$ cat config.mk
export PLATFORM = sky130hd
export DESIGN_NAME = tid_decoder
export DESIGN_NICKNAME = d
export VERILOG_FILES = /design/src/rtl/tid_sync.v /design/src/rtl/tid_decoder.v
export VERILOG_INCLUDE_DIRS = /design/src /design/src/include
export SDC_FILE = /design/constraint.sdc
export NUM_CORES = 1
export LEC_CHECK = 0
export BUFFER_PORTS_ARGS = -buffer_cell sky130_fd_sc_hd__clkbuf_2
export CAP_MARGIN = 15
export CORE_ASPECT_RATIO = 0.7
export CORE_UTILIZATION = 35
export DETAILED_ROUTE_END_ITERATION = 8
export PLACE_DENSITY = 0.52
export SKIP_LAST_GASP = 1
export SLEW_MARGIN = 30
export SYNTH_ARGS = -nofsm -noshare
export SYNTH_HDL_FRONTEND = slang
export SYNTH_HIERARCHICAL = 1
export SYNTH_SLANG_ARGS = --single-unit
$ cat constraint.sdc
create_clock -name clk -period 1.45 [get_ports clk]
set_input_delay 0.2175 -clock clk [delete_from_list [all_inputs] [get_ports clk]]
set_output_delay 0.2175 -clock clk [all_outputs]
set_load 0.01 [all_outputs]
$ cat src/include/tid_defs.vh
// Purpose: constants for the test-port instruction decoder
// Assumes: three-bit instructions, codes written MSB first
// Notes:   state codes follow the usual sixteen-state test controller
// Operation
// - Codes are binary, most significant bit first
// - Code 000 selects boundary scan path
// - Code 001 loads and selects identification register
// - Code 010 captures ring, boundary path, floats outputs
// - Reserved codes 011, 110 act as bypass
// - Code 100 captures ring, boundary path only
// - Code 111 selects one-bit bypass register
// - Identification instruction after power-up and reset state
// - Three-bit instruction loaded only in Shift-IR
// - Capture-IR loads low bits with 01
// - New instruction effective only at Update-IR
// - Identification register 32 bits, bit 0 first
`ifndef TID_DEFS_VH
`define TID_DEFS_VH
// ==========================================================
// Instruction codes
`define TID_IR_W          3
`define TID_OP_EXTEST     3'h0
`define TID_OP_IDCODE     3'h1
`define TID_OP_SAMPLEZ    3'h2
`define TID_OP_RSVD_A     3'h3
`define TID_OP_SAMPLE     3'h4
`define TID_OP_PRIVATE    3'h5
`define TID_OP_RSVD_B     3'h6
`define TID_OP_BYPASS     3'h7
`define TID_IR_CAPTURE    3'h1
// ==========================================================
// Path selections
`define TID_SEL_BYP       2'h0
`define TID_SEL_BSR       2'h1
`define TID_SEL_IDR       2'h2
// ==========================================================
// Test controller states
`define TID_ST_RESET      4'h0
`define TID_ST_IDLE       4'h1
`define TID_ST_SEL_DR     4'h2
`define TID_ST_CAP_DR     4'h3
`define TID_ST_SH_DR      4'h4
`define TID_ST_EX1_DR     4'h5
`define TID_ST_PAU_DR     4'h6
`define TID_ST_EX2_DR     4'h7
`define TID_ST_UPD_DR     4'h8
`define TID_ST_SEL_IR     4'h9
`define TID_ST_CAP_IR     4'ha
`define TID_ST_SH_IR      4'hb
`define TID_ST_EX1_IR     4'hc
`define TID_ST_PAU_IR     4'hd
`define TID_ST_EX2_IR     4'he
`define TID_ST_UPD_IR     4'hf
// ==========================================================
// Identification value, arbitrary neutral value, bit 0 set
`define TID_IDCODE_VAL    32'h1234_5679
`define TID_ID_W          32
`endif

$ cat src/rtl/tid_sync.v
// Purpose: two-stage synchroniser for one pin level
// Assumes: input asynchronous to clk
// Notes:   first stage read only by the second
`timescale 1ns/1ps
module tid_sync (
   input  wire clk,
   input  wire rstn,
   input  wire din,
   output reg  dout
);
   reg meta_q;
   // ==========================================================
   // Two flops, only the second looks at the first one
   always @(posedge clk or negedge rstn) begin
      if (!rstn) begin
         meta_q <= 1'b0;
         dout   <= 1'b0;
      end else begin
         meta_q <= din;
         dout   <= meta_q;
      end
   end
endmodule // tid_sync

$ cat src/rtl/tid_decoder.v
// Purpose: test-port instruction register, decode and serial paths
// Assumes: tck, tms, tdi, trst_n from pins; tck much slower than clk
// Notes:   boundary cells live outside; this block steers and strobes them
`timescale 1ns/1ps
`include "tid_defs.vh"
module tid_decoder #(
   parameter ID_VALUE = `TID_IDCODE_VAL
) (
   input  wire        clk,
   input  wire        rstn,
   input  wire        tck,
   input  wire        tms,
   input  wire        tdi,
   input  wire        trst_n,
   input  wire        bsr_tdo,
   output reg         tdo_q,
   output reg         tdo_oe_n_q,
   output reg         bsr_capture_q,
   output reg         bsr_shift_q,
   output reg         bsr_update_q,
   output reg         bsr_sel_q,
   output reg         extest_q,
   output reg         outputs_hiz_q,
   output reg  [2:0]  instr_q
);
   // Synchronised pin levels
   wire       tck_s;
   wire       tms_s;
   wire       tdi_s;
   wire       trst_s;
   wire       bsr_s;
   // Controller and data register state
   reg        tck_d1_q;
   reg  [3:0] state_q;
   reg  [3:0] state_d;
   reg  [`TID_IR_W-1:0] ir_sh_q;
   reg  [`TID_ID_W-1:0] id_sh_q;
   reg        byp_q;
   // Decoded path and data-register phase
   reg  [1:0] sel;
   reg        cap_dr;
   reg        sh_dr;

   // ==========================================================
   // Pin synchronisers
   // Every pin is asynchronous to clk; two flops each, so a level caught
   // mid-transition never reaches the controller decode
   localparam NPIN = 5;
   wire [NPIN-1:0] pin_in;
   wire [NPIN-1:0] pin_out;
   assign pin_in = {bsr_tdo, trst_n, tdi, tms, tck};
   genvar gi;
   generate
      for (gi = 0; gi < NPIN; gi = gi + 1) begin : g_sync
         tid_sync u_sync (
            .clk  (clk),
            .rstn (rstn),
            .din  (pin_in[gi]),
            .dout (pin_out[gi])
         );
      end
   endgenerate
   // Split the synchronised bus back into named levels
   assign tck_s  = pin_out[0];
   assign tms_s  = pin_out[1];
   assign tdi_s  = pin_out[2];
   assign trst_s = pin_out[3];
   assign bsr_s  = pin_out[4];

   // Edge finders on synced tck; the delay flop resets to the idle low
   // level, so the release of reset never shows a false edge
   wire tck_rise = tck_s & ~tck_d1_q;
   wire tck_fall = ~tck_s & tck_d1_q;

   // ==========================================================
   // Decode of an instruction to its serial path
   // Reserved and private codes fall to bypass so the chain stays one bit
   function [1:0] path_of;
      input [2:0] op;
      begin
         case (op)
            `TID_OP_EXTEST:  path_of = `TID_SEL_BSR;
            `TID_OP_IDCODE:  path_of = `TID_SEL_IDR;
            `TID_OP_SAMPLEZ: path_of = `TID_SEL_BSR;
            `TID_OP_SAMPLE:  path_of = `TID_SEL_BSR;
            `TID_OP_RSVD_A:  path_of = `TID_SEL_BYP;
            `TID_OP_RSVD_B:  path_of = `TID_SEL_BYP;
            `TID_OP_PRIVATE: path_of = `TID_SEL_BYP;
            default:         path_of = `TID_SEL_BYP;
         endcase
      end
   endfunction

   // ==========================================================
   // Controller next state on tms
   // Standard sixteen-state walk; tms only matters at a rising tck
   always @* begin
      case (state_q)
         `TID_ST_RESET:  state_d = tms_s ? `TID_ST_RESET  : `TID_ST_IDLE;
         `TID_ST_IDLE:   state_d = tms_s ? `TID_ST_SEL_DR : `TID_ST_IDLE;
         `TID_ST_SEL_DR: state_d = tms_s ? `TID_ST_SEL_IR : `TID_ST_CAP_DR;
         `TID_ST_CAP_DR: state_d = tms_s ? `TID_ST_EX1_DR : `TID_ST_SH_DR;
         `TID_ST_SH_DR:  state_d = tms_s ? `TID_ST_EX1_DR : `TID_ST_SH_DR;
         `TID_ST_EX1_DR: state_d = tms_s ? `TID_ST_UPD_DR : `TID_ST_PAU_DR;
         `TID_ST_PAU_DR: state_d = tms_s ? `TID_ST_EX2_DR : `TID_ST_PAU_DR;
         `TID_ST_EX2_DR: state_d = tms_s ? `TID_ST_UPD_DR : `TID_ST_SH_DR;
         `TID_ST_UPD_DR: state_d = tms_s ? `TID_ST_SEL_DR : `TID_ST_IDLE;
         `TID_ST_SEL_IR: state_d = tms_s ? `TID_ST_RESET  : `TID_ST_CAP_IR;
         `TID_ST_CAP_IR: state_d = tms_s ? `TID_ST_EX1_IR : `TID_ST_SH_IR;
         `TID_ST_SH_IR:  state_d = tms_s ? `TID_ST_EX1_IR : `TID_ST_SH_IR;
         `TID_ST_EX1_IR: state_d = tms_s ? `TID_ST_UPD_IR : `TID_ST_PAU_IR;
         `TID_ST_PAU_IR: state_d = tms_s ? `TID_ST_EX2_IR : `TID_ST_PAU_IR;
         `TID_ST_EX2_IR: state_d = tms_s ? `TID_ST_UPD_IR : `TID_ST_SH_IR;
         `TID_ST_UPD_IR: state_d = tms_s ? `TID_ST_SEL_DR : `TID_ST_IDLE;
         default:        state_d = `TID_ST_RESET;
      endcase
   end

   // Selected path and data-register phase, from the active instruction
   always @* begin
      sel    = path_of(instr_q);
      cap_dr = (state_q == `TID_ST_CAP_DR);
      sh_dr  = (state_q == `TID_ST_SH_DR);
   end

   // ==========================================================
   // Controller, instruction and data registers on tck edges
   // Edge delay flop and controller state
   // The test reset pin wins over any tck edge in the same clk
   always @(posedge clk or negedge rstn) begin
      if (!rstn) begin
         tck_d1_q <= 1'b0;
         state_q  <= `TID_ST_RESET;
      end else begin
         tck_d1_q <= tck_s;
         if (!trst_s)
            state_q <= `TID_ST_RESET;
         else if (tck_rise)
            state_q <= state_d;
      end
   end

   // Active instruction: default on every reset path, new code at Update-IR
   // Loading on the edge that enters the reset state keeps the default
   // active for the whole time the controller sits there
   always @(posedge clk or negedge rstn) begin
      if (!rstn) begin
         instr_q <= `TID_OP_IDCODE;
      end else if (!trst_s) begin
         instr_q <= `TID_OP_IDCODE;
      end else if (tck_rise && state_d == `TID_ST_RESET) begin
         instr_q <= `TID_OP_IDCODE;
      end else if (tck_fall && state_q == `TID_ST_UPD_IR) begin
         instr_q <= ir_sh_q;
      end
   end

   // Instruction shift register, live only in Capture-IR and Shift-IR
   always @(posedge clk or negedge rstn) begin
      if (!rstn) begin
         ir_sh_q <= `TID_IR_CAPTURE;
      end else if (trst_s && tck_rise) begin
         if (state_q == `TID_ST_CAP_IR)
            ir_sh_q <= `TID_IR_CAPTURE;
         else if (state_q == `TID_ST_SH_IR)
            ir_sh_q <= {tdi_s, ir_sh_q[`TID_IR_W-1:1]};
      end
   end

   // Identification and bypass data registers
   // Both load at Capture-DR so a stale value never leads the chain
   always @(posedge clk or negedge rstn) begin
      if (!rstn) begin
         id_sh_q <= {`TID_ID_W{1'b0}};
         byp_q   <= 1'b0;
      end else if (trst_s && tck_rise) begin
         if (cap_dr && sel == `TID_SEL_IDR)
            id_sh_q <= ID_VALUE;
         else if (sh_dr && sel == `TID_SEL_IDR)
            id_sh_q <= {tdi_s, id_sh_q[`TID_ID_W-1:1]};
         if (cap_dr)
            byp_q <= 1'b0;
         else if (sh_dr)
            byp_q <= tdi_s;
      end
   end

   // ==========================================================
   // Serial output and update strobe change on falling tck; capture and shift strobes on rising tck
   // Strobes are one clk pulse wide; the cell chain runs on clk too
   // Path levels follow instr_q one clk late, so the cells see them
   // settled before any strobe of the next data-register pass
   always @(posedge clk or negedge rstn) begin
      if (!rstn) begin
         tdo_q         <= 1'b0;
         tdo_oe_n_q    <= 1'b1;
         bsr_capture_q <= 1'b0;
         bsr_shift_q   <= 1'b0;
         bsr_update_q  <= 1'b0;
         bsr_sel_q     <= 1'b0;
         extest_q      <= 1'b0;
         outputs_hiz_q <= 1'b0;
      end else begin
         bsr_sel_q     <= (sel == `TID_SEL_BSR);
         extest_q      <= (instr_q == `TID_OP_EXTEST);
         outputs_hiz_q <= (instr_q == `TID_OP_SAMPLEZ);
         bsr_capture_q <= tck_rise && cap_dr && sel == `TID_SEL_BSR;
         bsr_shift_q   <= tck_rise && sh_dr && sel == `TID_SEL_BSR;
         bsr_update_q  <= tck_fall && state_q == `TID_ST_UPD_DR
                          && sel == `TID_SEL_BSR;
         // Driver on only in the shift states; elsewhere the pin floats
         if (tck_fall) begin
            tdo_oe_n_q <= ~(state_q == `TID_ST_SH_IR || sh_dr);
            if (state_q == `TID_ST_SH_IR)
               tdo_q <= ir_sh_q[0];
            else if (sel == `TID_SEL_IDR)
               tdo_q <= id_sh_q[0];
            else if (sel == `TID_SEL_BSR)
               tdo_q <= bsr_s;
            else
               tdo_q <= byp_q;
         end
      end
   end
endmodule // tid_decoder

==> flow_metrics.tcl <==
set metrics [dict create \
    dr.pass1.iters 4 \
    swShare_pct 22.1 \
    period_minus_slack_ns 1.51 \
    hold_viol 0 \
    worstPathCellList "buf_4 -> or4_4 -> a21oi_2 -> o32ai_2" \
    crit_path_max_fanout 4 \
    die_w_um 106 \
    cp-end-kind "flip-flop" \
    crit_slowest_cell "or4_4" \
    fin_area_um2 3340 \
    initial_core_util_pct 36.2 \
    drt-initial-drc-count 114 \
    drt.antenna.violating_nets 0 \
    hp-start "g_sync[1].u_sync/meta_q" \
    die-area_um2 7900 \
    yosysWarningCount 6 \
    cap_violations 0 \
    synth_top_area_share_pct 56.0 \
    synth_flop_cell "dfrtp_1" \
    synth_edf_count 0 \
    yosysTopAreaCell "dfrtp_1" \
    drive_above_1_share_pct 25.4 \
    overflow 0 \
    worstHoldEndpoint "g_sync[1].u_sync/dout" \
    layout.nets 331 \
    cts_tree "yes" \
    synth.distinct_cells 42 \
    power_density_nw_per_um2 990 \
    grt_pass1_wl_um 9300 \
    cts.clk_slew.worst_paths_ns 0.07 \
    fmax_ghz 0.663 \
    avgRoutedWirePerCell_um 12.6 \
    synth_area_leaders "dfrtp_1 (56%), nand2_1 (9.0%), o21ai_1 (5.5%)" \
    area_growth_pct 26.6 \
    syn-cell-area_um2 2640 \
    status "finished with violations" \
    grt.total_usage_pct 15.7 \
    die_h_um 74.6 \
    cts-root-buf "clkbuf_8" \
    ir_drop_mv 0.405 \
    seqPwrFrac_pct 53.9 \
    ff2ff_setup_slack_ns -0.06 \
    whs_path_depth 0 \
    relSlewSlack_pct 71.2 \
    p_clk_share_pct 40.9 \
    vias 1973 \
    ys_seq_area_share_pct 58.9 \
    required_ns 1.67 \
    grt_max_degree 63 \
    yosysMostFrequentCell "nand2_1" \
    r2r-end "byp_q" \
    grt_antenna_before_repair 0 \
    fin_util_pct 45.9 \
    gp_congestion 0.750 \
    failed_checks "negative setup slack" \
    htreeDepth 3 \
    routed_wl_um 5340 \
    cp-start-kind "flip-flop" \
    tightest_slew_ns 0.429 \
    critical_path_class "reg2reg" \
    r2r-start "state_q[3]" \
    rsz0062_at_grt "true" \
    hold_class "reg2reg" \
    cts_buffer_depth 2 \
    slew_violations 0 \
    numClockSinks 62 \
    num_antenna_cells 0 \
    core_area_um2 7290 \
    placed_area_um2 3030 \
    crit_arrival_ns 1.73 \
    fin_crit_sh_pct 104 \
    p_sw_mw 0.732 \
    cts_inserted_buffers 9 \
    internal-power_mw 2.58 \
    setup_viol 8 \
    crit_start "state_q[3]" \
    grt_pass1_vias 1830 \
    ys_top_cells_by_count "nand2_1 (63), dfrtp_1 (59), o21ai_1 (29), nor2_1 (23)" \
    rows 26 \
    synth.net_count 283 \
    dpl.hpwl_um 3480 \
    p_leak_nw 1.46 \
    io_pins 18 \
    drc 0 \
    synthCells 276 \
    slowest_delay_ns 0.55 \
    finalSetupTns_ns -0.0861 \
    ys_seq_elements 62 \
    async_flop_share_pct 100 \
    placement.io_buffers 17 \
    reg2reg_depth 4 \
    setup_slack_ns -0.0587 \
    whs_ns 0.349 \
    clock-skew-final_ns 0.00995 \
    combPwrFrac_pct 5.3 \
    finalPower_mw 3.31 \
    syn_area_per_cell_um2 9.56 \
    via_per_inst 4.64 \
    clk_latency_ns 0.34 \
]
## worst max-delay path by stage
stage | slack (ns) | end | cells past startpoint
after global placement | -0.04 | byp_q | 4
after CTS | -0.03 | byp_q | 3
after detailed placement | -0.05 | byp_q | 3
after floorplan | -0.03 | id_sh_q[19] | 5
after global routing | -0.12 | id_sh_q[24] | 6
final | -0.06 | byp_q | 4
## power groups by stage
stage,clock (mW),combinational (mW),sequential (mW)
global route,1.49,0.197,1.78
finish,1.35,0.174,1.78
detailed placement,0,0.153,1.81
global placement,0,0.153,1.81
CTS,1.41,0.169,1.78
floorplan,0,0.0692,1.80
## registers in the layout (all words and copies together), names as in the netlist, 3 cells and up
register / count
id_sh_q: 32
g_sync.u_sync/dout: 5
instr_q: 3
ir_sh_q: 3
g_sync.u_sync/meta_q: 5
state_q: 4
## routing by layer
layer | global-route usage, % | wire length (um)
met1 | 23.4 | 3000
met3 | 6.23 | 256
met5 | 0 | 0
met4 | 4.63 | 61
met2 | 20.8 | 2020
## cells in the final DEF (no fill, tap or decap), types with 7 or more instances in the layout
cell type / count
a21oi_1: 12
nand2b_1: 7
clkbuf_2: 17
buf_4: 28
o21ai_0: 9
dfrtp_1: 57
o21ai_1: 33
clkbuf_8: 12
nand2_1: 63
nor2_1: 21
## critical path, delay by kind of cell (launching register included)
kind	cells	cell delay (ns)
simple gates	1	0.55
buf+inv	1	0.16
compound gates	2	0.24
flops	1	0.44
## logic make-up (layout without fill, tap and decap cells)
kind of cell | Yosys count | count (layout) | share of synthesized area, %
AO/OA/AOI/OAI | 68 | 68 | 14.6
flip-flops | 62 | 62 | 58.9
buffers and inverters | 23 | 74 | 4.41
AND/OR/NAND/NOR | 121 | 121 | 21.3
XOR/XNOR | 1 | 1 | 0.332
multiplexers | 1 | 1 | 0.427
## through the flow
step                      std cells  setup slack, ns
after global routing            425           -0.117
after floorplan                 276          -0.0269
after detailed placement        401          -0.0455
after CTS                       422          -0.0310
final                           425          -0.0587
after global placement          401          -0.0401
## final cells by class
class | count | area, um^2
Inverter | 4 | 15.0
Clock buffer | 13 | 169
Sequential cell | 62 | 1560
Fill cell | 721 | 3950
Tap cell | 98 | 123
Clock inverter | 1 | 5.00
Timing Repair Buffer | 56 | 447
Multi-Input combinational cell | 191 | 1030
## timing repair
action	CTS	global route
gates cloned	0	1
hold buffers	6	0
pin swaps	1	2
setup buffers	1	2
resized for setup	3	11
hold endpoints to repair	64	0
endpoints found under the setup margin	9	41
No activity file was read; power rests on OpenSTA's default activity.
